===== config.mk =====
export PLATFORM = sky130hd
export DESIGN_NAME = cxp_port
export DESIGN_NICKNAME = d
export VERILOG_FILES = /design/src/hw/cxp_pkg.sv /design/src/hw/cxp_port.sv
export SDC_FILE = /design/constraint.sdc
export NUM_CORES = 1
export LEC_CHECK = 0
export BUFFER_PORTS_ARGS = -buffer_cell sky130_fd_sc_hd__buf_2
export CAP_MARGIN = 20
export CORE_MARGIN = 2
export CORE_UTILIZATION = 49
export CTS_BUF_LIST = sky130_fd_sc_hd__clkbuf_4 sky130_fd_sc_hd__clkbuf_8 sky130_fd_sc_hd__clkbuf_16
export CTS_CLUSTER_DIAMETER = 60
export DETAILED_ROUTE_END_ITERATION = 12
export PLACE_DENSITY = 0.82
export SYNTH_ARGS = -nofsm -noshare
export SYNTH_HDL_FRONTEND = slang
export SYNTH_SLANG_ARGS = --single-unit

===== constraint.sdc =====
create_clock -name i_mclk -period 4.68 [get_ports i_mclk]
set_input_delay 0.936 -clock i_mclk [delete_from_list [all_inputs] [get_ports i_mclk]]
set_output_delay 0.936 -clock i_mclk [all_outputs]
set_load 0.01 [all_outputs]

===== src/hw/cxp_pkg.sv =====
// Purpose: shared constants for the external configuration space port
// Assumes: single user clock at 125 MHz
// Notes:   register ranges and the response timeout live here
package cxp_pkg;
  localparam int          CXP_REG_W        = 10;
  localparam int          CXP_FN_W         = 8;
  localparam int          CXP_DATA_W       = 32;
  localparam int          CXP_BE_W         = 4;
  // legacy extended window
  localparam logic [9:0]  CXP_LEG_LO       = 10'h0b0;
  localparam logic [9:0]  CXP_LEG_HI       = 10'h0bf;
  // extended window
  localparam logic [9:0]  CXP_EXT_LO       = 10'h120;
  localparam logic [9:0]  CXP_EXT_HI       = 10'h13f;
  // response wait, in user clock cycles
  localparam int          CXP_TIMEOUT_CYC  = 262144;
  localparam int          CXP_TMO_W        = 19;
  localparam logic [31:0] CXP_AUTO_DATA    = 32'h0000_0000;
  typedef enum logic [1:0] {CXP_IDLE, CXP_WAIT, CXP_DONE} cxp_state_t;
endpackage


===== src/hw/cxp_port.sv =====
// Purpose: user-side configuration extend port of a link endpoint
// Assumes: link side delivers decoded config requests as one-cycle strobes
// Notes:   one outstanding read; later reads during a wait are held off
//
// Notes on behaviour
// every link config read gives a one-cycle read strobe with register and function
// registers 0xb0-0xbf legacy extended, 0x120-0x13f extended, both external
// user answers only reads inside the two external ranges
// writes in external ranges present register, function, data, enables with strobe; a write in the same cycle as a taken read gets no strobe
// strobes only produced when the extended space option is enabled
// ten-bit register number valid while either strobe is high
// eight-bit function number valid while either strobe is high
// thirty-two-bit write data valid while write strobe is high
// four byte enables, one per write data byte lane
// user read data and valid sampled on edges after the read strobe
// no valid within 262144 cycles means core completes with zero data
// after auto response user drops its pending answer, never asserts valid
// user asserts valid at most once per read, one read outstanding
`timescale 1ns/10ps
`default_nettype none
module cxp_port
  import cxp_pkg::*;
#(
  parameter int TIMEOUT_CYC = CXP_TIMEOUT_CYC
)(
  input  wire logic                  i_mclk,
  input  wire logic                  i_rst,
  input  wire logic                  i_ext_space_en,
  // requests decoded from the link
  input  wire logic                  i_lnk_rd_req,
  input  wire logic                  i_lnk_wr_req,
  input  wire logic [CXP_REG_W-1:0]  i_lnk_reg_num,
  input  wire logic [CXP_FN_W-1:0]   i_lnk_fn_num,
  input  wire logic [CXP_DATA_W-1:0] i_lnk_wr_data,
  input  wire logic [CXP_BE_W-1:0]   i_lnk_wr_be,
  output logic                       o_lnk_rd_ready,
  output logic                       o_lnk_cpl_valid,
  output logic [CXP_DATA_W-1:0]      o_lnk_cpl_data,
  output logic                       o_lnk_cpl_auto,
  // user application side
  output logic                       o_rd_received,
  output logic                       o_wr_received,
  output logic [CXP_REG_W-1:0]       o_reg_num,
  output logic [CXP_FN_W-1:0]        o_fn_num,
  output logic [CXP_DATA_W-1:0]      o_wr_data,
  output logic [CXP_BE_W-1:0]        o_wr_be,
  input  wire logic [CXP_DATA_W-1:0] i_rd_data,
  input  wire logic                  i_rd_data_valid
);

  cxp_state_t            state_r;
  logic [CXP_TMO_W-1:0]  tmo_cnt_r;
  logic                  reg_ext;
  logic                  rd_take;
  logic                  wr_take;
  logic                  tmo_hit;

  ////////////////////////////////////////////////////////////////////////
  // address classing
  always_comb
  begin
    reg_ext = ((i_lnk_reg_num >= CXP_LEG_LO) && (i_lnk_reg_num <= CXP_LEG_HI))
           || ((i_lnk_reg_num >= CXP_EXT_LO) && (i_lnk_reg_num <= CXP_EXT_HI));
  end

  // a read is only taken while idle, so one stays outstanding
  assign o_lnk_rd_ready = (state_r == CXP_IDLE);
  assign rd_take = i_lnk_rd_req && o_lnk_rd_ready && i_ext_space_en;
  assign wr_take = i_lnk_wr_req && reg_ext && i_ext_space_en;
  assign tmo_hit = (tmo_cnt_r == CXP_TMO_W'(TIMEOUT_CYC - 1));

  ////////////////////////////////////////////////////////////////////////
  // strobes and request fields toward the user
  always_ff @(posedge i_mclk)
  begin
    if (i_rst)
    begin
      o_rd_received <= 1'b0;
      o_wr_received <= 1'b0;
      o_reg_num     <= '0;
      o_fn_num      <= '0;
      o_wr_data     <= '0;
      o_wr_be       <= '0;
    end
    else
    begin
      o_rd_received <= rd_take;
      o_wr_received <= wr_take && !rd_take;
      if (rd_take || wr_take)
      begin
        o_reg_num <= i_lnk_reg_num;
        o_fn_num  <= i_lnk_fn_num;
      end
      if (wr_take && !rd_take)
      begin
        o_wr_data <= i_lnk_wr_data;
        o_wr_be   <= i_lnk_wr_be;
      end
    end
  end

  ////////////////////////////////////////////////////////////////////////
  // read wait machine; out-of-range reads still time out with zero data
  always_ff @(posedge i_mclk)
  begin
    if (i_rst)
    begin
      state_r   <= CXP_IDLE;
      tmo_cnt_r <= '0;
    end
    else
    begin
      unique case (state_r)
        CXP_IDLE:
        begin
          tmo_cnt_r <= '0;
          if (rd_take)
            state_r <= CXP_WAIT;
        end
        CXP_WAIT:
        begin
          if (i_rd_data_valid || tmo_hit)
            state_r <= CXP_DONE;
          tmo_cnt_r <= tmo_cnt_r + 1'b1;
        end
        CXP_DONE:
          state_r <= CXP_IDLE;
        default:
          state_r <= CXP_IDLE;
      endcase
    end
  end

  ////////////////////////////////////////////////////////////////////////
  // completion back to the link
  always_ff @(posedge i_mclk)
  begin
    if (i_rst)
    begin
      o_lnk_cpl_valid <= 1'b0;
      o_lnk_cpl_data  <= '0;
      o_lnk_cpl_auto  <= 1'b0;
    end
    else
    begin
      o_lnk_cpl_valid <= 1'b0;
      o_lnk_cpl_auto  <= 1'b0;
      if (state_r == CXP_WAIT && i_rd_data_valid)
      begin
        o_lnk_cpl_valid <= 1'b1;
        o_lnk_cpl_data  <= i_rd_data;
      end
      else if (state_r == CXP_WAIT && tmo_hit)
      begin
        o_lnk_cpl_valid <= 1'b1;
        o_lnk_cpl_data  <= CXP_AUTO_DATA;
        o_lnk_cpl_auto  <= 1'b1;
      end
    end
  end

  ////////////////////////////////////////////////////////////////////////
  // cycles since the last read strobe; independent of the wait counter
  // so a broken counter cannot hide a late completion
  logic [CXP_TMO_W-1:0]  span_r;
  always_ff @(posedge i_mclk)
  begin
    if (i_rst)
      span_r <= '0;
    else if (o_rd_received)
      span_r <= CXP_TMO_W'(1);
    else if (span_r != '0 && !o_lnk_cpl_valid)
      span_r <= span_r + 1'b1;
    else
      span_r <= '0;
  end
endmodule // cxp_port
`default_nettype wire


After elaboration in Yosys (flattened, before gate mapping)

Cells that the tools add are included.

Register bits after elaboration: 111
Bits of input ports: 92
Output and inout bits: 91
Word-level logic and storage cells: 46

$add $sub $neg: 1
$lt $le $gt $ge: 4
Equal/unequal tests: 4
Muxes and demuxes: 8
Reductions and logical operators: 18

Operators with widths:

| operator                                              | count |
|---|---|
| two-way mux 32 bit                                    | 2 |
| one-hot mux 19 bit (2 select lines)                   | 1 |
| adder 19 x 1 -> 19 bit, second input constant         | 1 |
| equality test 19 x 18 -> 1 bit, second input constant | 1 |
| >= comparator 10 x 8 -> 1 bit, second input constant  | 1 |
| >= comparator 10 x 9 -> 1 bit, second input constant  | 1 |
| <= comparator 10 x 8 -> 1 bit, second input constant  | 1 |
| <= comparator 10 x 9 -> 1 bit, second input constant  | 1 |
| logical AND 1 bit                                     | 9 |
| two-way mux 2 bit                                     | 2 |
| one-hot mux 2 bit (2 select lines)                    | 1 |
| nonzero test 2 bit                                    | 2 |
| logical OR 1 bit                                      | 3 |
| equality test 2 x 1 -> 1 bit, second input constant   | 1 |
| zero test 2 bit                                       | 1 |
| two-way mux 1 bit                                     | 2 |
| != test 2 x 1 -> 1 bit, second input constant         | 1 |
| != test 2 bit, second input constant                  | 1 |
| AND reduction 2 bit                                   | 1 |
| OR reduction 2 bit                                    | 1 |
| zero test 1 bit                                       | 1 |

Depth between registers and ports, before layout

Word-level depth: 6
Depth in mapped cells: 7
Mapped depth without buffers: 5

Worst setup path before layout

Ideal clock, no wire load.

Kind: input to register
Start: input port i_lnk_reg_num[7]
End: register o_wr_data[22]
Setup time: 70 ps
Arrival: 2061 ps
Required time: 4610 ps
Setup slack: 2549 ps
Cell stages on the path: 5
Buffers on the path: 1
Path through: nand2b_1 > a2111oi_4 > buf_6 > nand2_1 > a21oi_1

Cells in the longest elaborated chain, start to end: 6
Elaborated cells on any way between the ends: 10
Classes of those cells: order compare: 4; reduce/logical: 6

Ends and longest elaborated chain:

| item                                                        | RTL line                       | source |
|---|---|---|
| start, declared                                             | cxp_port.sv:32                 | `input wire logic [CXP_REG_W-1:0] i_lnk_reg_num,` |
| >= comparator 10 x 8 -> 1 bit, or another cell as far along | cxp_port.sv:62                 | `reg_ext = ((i_lnk_reg_num >= CXP_LEG_LO) && (i_lnk_reg_num <= CXP_LEG_HI))` |
| logical AND 1 bit (on tied branches)                        | cxp_port.sv:62, cxp_port.sv:63 |  |
| logical OR 1 bit (*)                                        | cxp_port.sv:63                 | `\|\| ((i_lnk_reg_num >= CXP_EXT_LO) && (i_lnk_reg_num <= CXP_EXT_HI));` |
| logical AND 1 bit (*) (2 in series)                         | cxp_port.sv:69                 | `assign wr_take = i_lnk_wr_req && reg_ext && i_ext_space_en;` |
| logical AND 1 bit (*)                                       | cxp_port.sv:94                 | `if (wr_take && !rd_take)` |
| end signal, assigned                                        | cxp_port.sv:96                 | `o_wr_data <= i_lnk_wr_data;` |
| end, declared                                               | cxp_port.sv:45                 | `output logic [CXP_DATA_W-1:0] o_wr_data,` |

Mark *: on every way between the ends. The rest lies on a longest branch, timed or not.
A chain may end at the register's enable or synchronous reset.

Worst setup path after layout

Start: input port i_lnk_reg_num[6]
End: register o_reg_num[9]

Cells in the longest elaborated chain, start to end: 6
Elaborated cells on any way between the ends: 10
Classes of those cells: order compare: 4; reduce/logical: 6

Ends and longest elaborated chain:

| item                                                        | RTL line                       | source |
|---|---|---|
| >= comparator 10 x 8 -> 1 bit, or another cell as far along | cxp_port.sv:62                 |  |
| logical AND 1 bit (on tied branches)                        | cxp_port.sv:62, cxp_port.sv:63 |  |
| logical OR 1 bit (*)                                        | cxp_port.sv:63                 |  |
| logical AND 1 bit (*) (2 in series)                         | cxp_port.sv:69                 |  |
| logical OR 1 bit (*)                                        | cxp_port.sv:89                 | `if (rd_take \|\| wr_take)` |
| end signal, assigned                                        | cxp_port.sv:91                 | `o_reg_num <= i_lnk_reg_num;` |
| end, declared                                               | cxp_port.sv:43                 | `output logic [CXP_REG_W-1:0] o_reg_num,` |

Marks and branches as above.

==> metrics <==
HPWL after detailed placement just under 8 mm; sequential element share of the synthesized area 0.508; worst rel slew slack 0.396; number of flip-flops and latches in the synthesized netlist between 100 and 150; worst setup timing slack at the placement stage ~2000 ps; arrival time worst endpoint approximately 2400 ps; Post-Route Setup TNS 0 ps; detailed-route vias per instance around 5.4; post-synthesis to final-layout area growth 27.5%; EDFF count, synth 0; initial cell density of the core 0.504; antenna diode count 0; global-route usage over all layers 0.226; die area about 9700 sq um; num rows 34; maximum number of pins on one net before global-route repair 91; number of DRC violations after detailed routing 0; crit path setup slack, layout approximately 2500 ps; input/output buffers ~180; most used flip-flop cell after synthesis dfxtp_1; per-instance average area after synthesis about 8.6 sq um; cell taking the most area after synthesis dfxtp_1; net total in the final layout between 700 and 800; cell chosen for the clock root clkbuf_8; startpoint of the worst setup timing path i_lnk_reg_num[6]; worst-case clock buffer depth 2; number of buffers created by CTS 9; number of warnings issued by yosys 0; post-synth cell types 40; crit end category flop; cells on worst reg2reg path 6; number of nets with antenna violations after detailed routing 0; Clock Pin Slew Worst Setup and Hold Paths approximately 100 ps; type of the most critical hold path flop to flop; top area cells in the synthesized netlist dfxtp_1, a21oi_1, nand2_1, o31ai_1, nand3b_1; min Tclk post-route 2180 ps; flop-to-flop setup slack about 2700 ps; fill cell total of the finished layout between 700 and 800; fraction of layout instances using a drive strength above 1 0.319; setup repair after global routing missed its margin false; number of cells upsized or downsized after cts 0; Post CTS Setup Buffer Count 0; RD Place Congestion between 0.8 and 0.9; result of the run complete, no violations; share of Yosys cell area claimed by the top area cell type 0.508; number of top-level design ports 183; TritonCTS sink count around 110; Congestion Overflow GR 0; Leak roughly 0.0023 uW; count of hold buffers inserted by post-cts repair 0; via count of the first global-routing pass just over 4k; Post-Syn Nets between 600 and 700; 1st-pass router iterations 4; largest vdd supply drop approximately 0.16 mV; post-synth design cell area about 4400 sq um; number of slew-limit violations in the final report 0; FF-to-FF Start state_r[1]$_SDFFE_PP0P_; Worst Setup EP o_reg_num[9]$_SDFFE_PP0P_; level count of the clock H-tree 3; Pwr Density 309 nW/um^2; first-pass GRT wire length 18.4 mm; most common cell after layout, fill and taps aside buf_2; Cells after Synth roughly 500; data required time at the worst endpoint between 4000 and 5000 ps; Die Wd 98.4 microns; detailed-route wire length per cell 14.6 microns; worst hold slack between 400 and 500 ps; measured slew at the worst slew-check pin between 900 and 1000 ps; Final Hold Fails 0; final number of setup-violating endpoints 0; Via Count about 4.3k; Worst R2R End o_wr_data[9]$_SDFFE_PP0P_; clock latency at the later pin of the worst-skew pair around 360 ps; routed wire length 11.5 mm; CP Class primary input to flop; DR iter-0 viols between 150 and 200; Chip Height roughly 98 microns; Period Utilization, post-route 0.466; f_max 459 MHz; count of maximum capacitance violations 0; TritonCTS clock tree done; antenna violations before repair 0; most frequent cells in the layout buf_2, dfxtp_1, nand2_1; area of the core between 8000 and 9000 sq um; clk_skew 13.0 ps; kind of start point of the critical path primary input; post-synthesis async set-or-reset flop share 0; worst-path maximum fanout 27
-- state kept, by name, indices dropped and copies added (netlist names) --
| name | cells |
|---|---|
| o_wr_data | 32 |
| o_wr_received | 1 |
| o_reg_num | 10 |
| tmo_cnt_r | 19 |
| o_wr_be | 4 |
| state_r | 2 |
| o_lnk_cpl_auto | 1 |
| o_lnk_cpl_data | 32 |
| o_fn_num | 8 |
| o_rd_received | 1 |
| o_lnk_cpl_valid | 1 |
-- power breakdown --
group	internal (uW)	total, uW	switching (uW)
clock network	281	599	318
registers	963	974	10.8
logic	63.3	149	85.8
-- metrics by stage --
stage          area [sq um]  total power, uW   util  instances
6_report               5570             1720  0.642        785
5_1_grt                5570             1790  0.642        785
4_1_cts                5520             1740  0.636        783
3_5_place_dp           5310             1140  0.611        767
3_3_place_gp           5300             1140  0.610        766
2_1_floorplan          4370             1070      -        510
-- synthesized netlist by cell type, types with 2 or more instances --
cell type,n
buf_6,4
nand4_1,4
or4_1,4
nand2b_1,2
nor2_1,16
and4_1,2
inv_1,2
a31oi_1,2
dfxtp_1,111
o21ai_0,20
clkbuf_1,27
and4b_1,3
xor2_1,5
nor2b_1,2
a31o_2,2
nand3_1,9
buf_2,8
o211a_1,2
nand4b_1,2
and3_1,3
xnor2_1,5
o31ai_1,36
nor3_1,2
a21oi_1,93
buf_4,2
nand2_1,108
and2_1,2
nand3b_1,18
or3_1,3
-- cell families (layout without fill, tap and decap cells) --
| kind of cell | count (synthesis) | after routing | synth area share |
|---|---|---|---|
| compound gates | 161 | 161 | 0.219 |
| xor+xnor | 10 | 10 | 0.0200 |
| fa+ha+maj | 1 | 1 | 0.00286 |
| buf+inv | 43 | 210 | 0.0478 |
| flops | 111 | 111 | 0.508 |
| simple gates | 184 | 184 | 0.202 |
-- per-layer routing --
layer	vias up	share of wire	track usage
met3	19	0.078	0.0468
met4	0	0.016	0.0695
met5	-	0	0
met1	1974	0.43	0.282
met2	173	0.48	0.393
li1	2109	-	-
-- cell type report --
cell class                 count  area (sq um)  area share
clock inverter                 5          63.8      0.0114
tap                          108           135      0.0242
inverter                       2          7.51     0.00135
clock buffer                  11           151      0.0272
multi-input combinational    356          1970       0.353
timing repair buffer         192          1030       0.184
sequential                   111          2220       0.399
-- critical path, cell delays in order --
cell	delay [ps]
buf_2	110
nand4b_1	290
a211oi_2	470
buf_4	330
nor2_1	60
a31o_2	240
-- worst min-delay path by stage --
stage | startpoint | endpoint | slack (ps) | cells after the start
global placement | o_wr_be[3]$_SDFFE_PP0P_ | o_wr_be[3]$_SDFFE_PP0P_ | 440 | 2
finish | o_wr_data[19]$_SDFFE_PP0P_ | o_wr_data[19]$_SDFFE_PP0P_ | 460 | 2
detailed placement | o_wr_data[19]$_SDFFE_PP0P_ | o_wr_data[19]$_SDFFE_PP0P_ | 440 | 2
floorplan | tmo_cnt_r[18]$_SDFFE_PP0P_ | tmo_cnt_r[18]$_SDFFE_PP0P_ | 450 | 2
CTS | o_wr_data[19]$_SDFFE_PP0P_ | o_wr_data[19]$_SDFFE_PP0P_ | 460 | 2
global route | o_wr_data[19]$_SDFFE_PP0P_ | o_wr_data[19]$_SDFFE_PP0P_ | 470 | 2
Note: power is estimated with default switching activity, not from simulation.
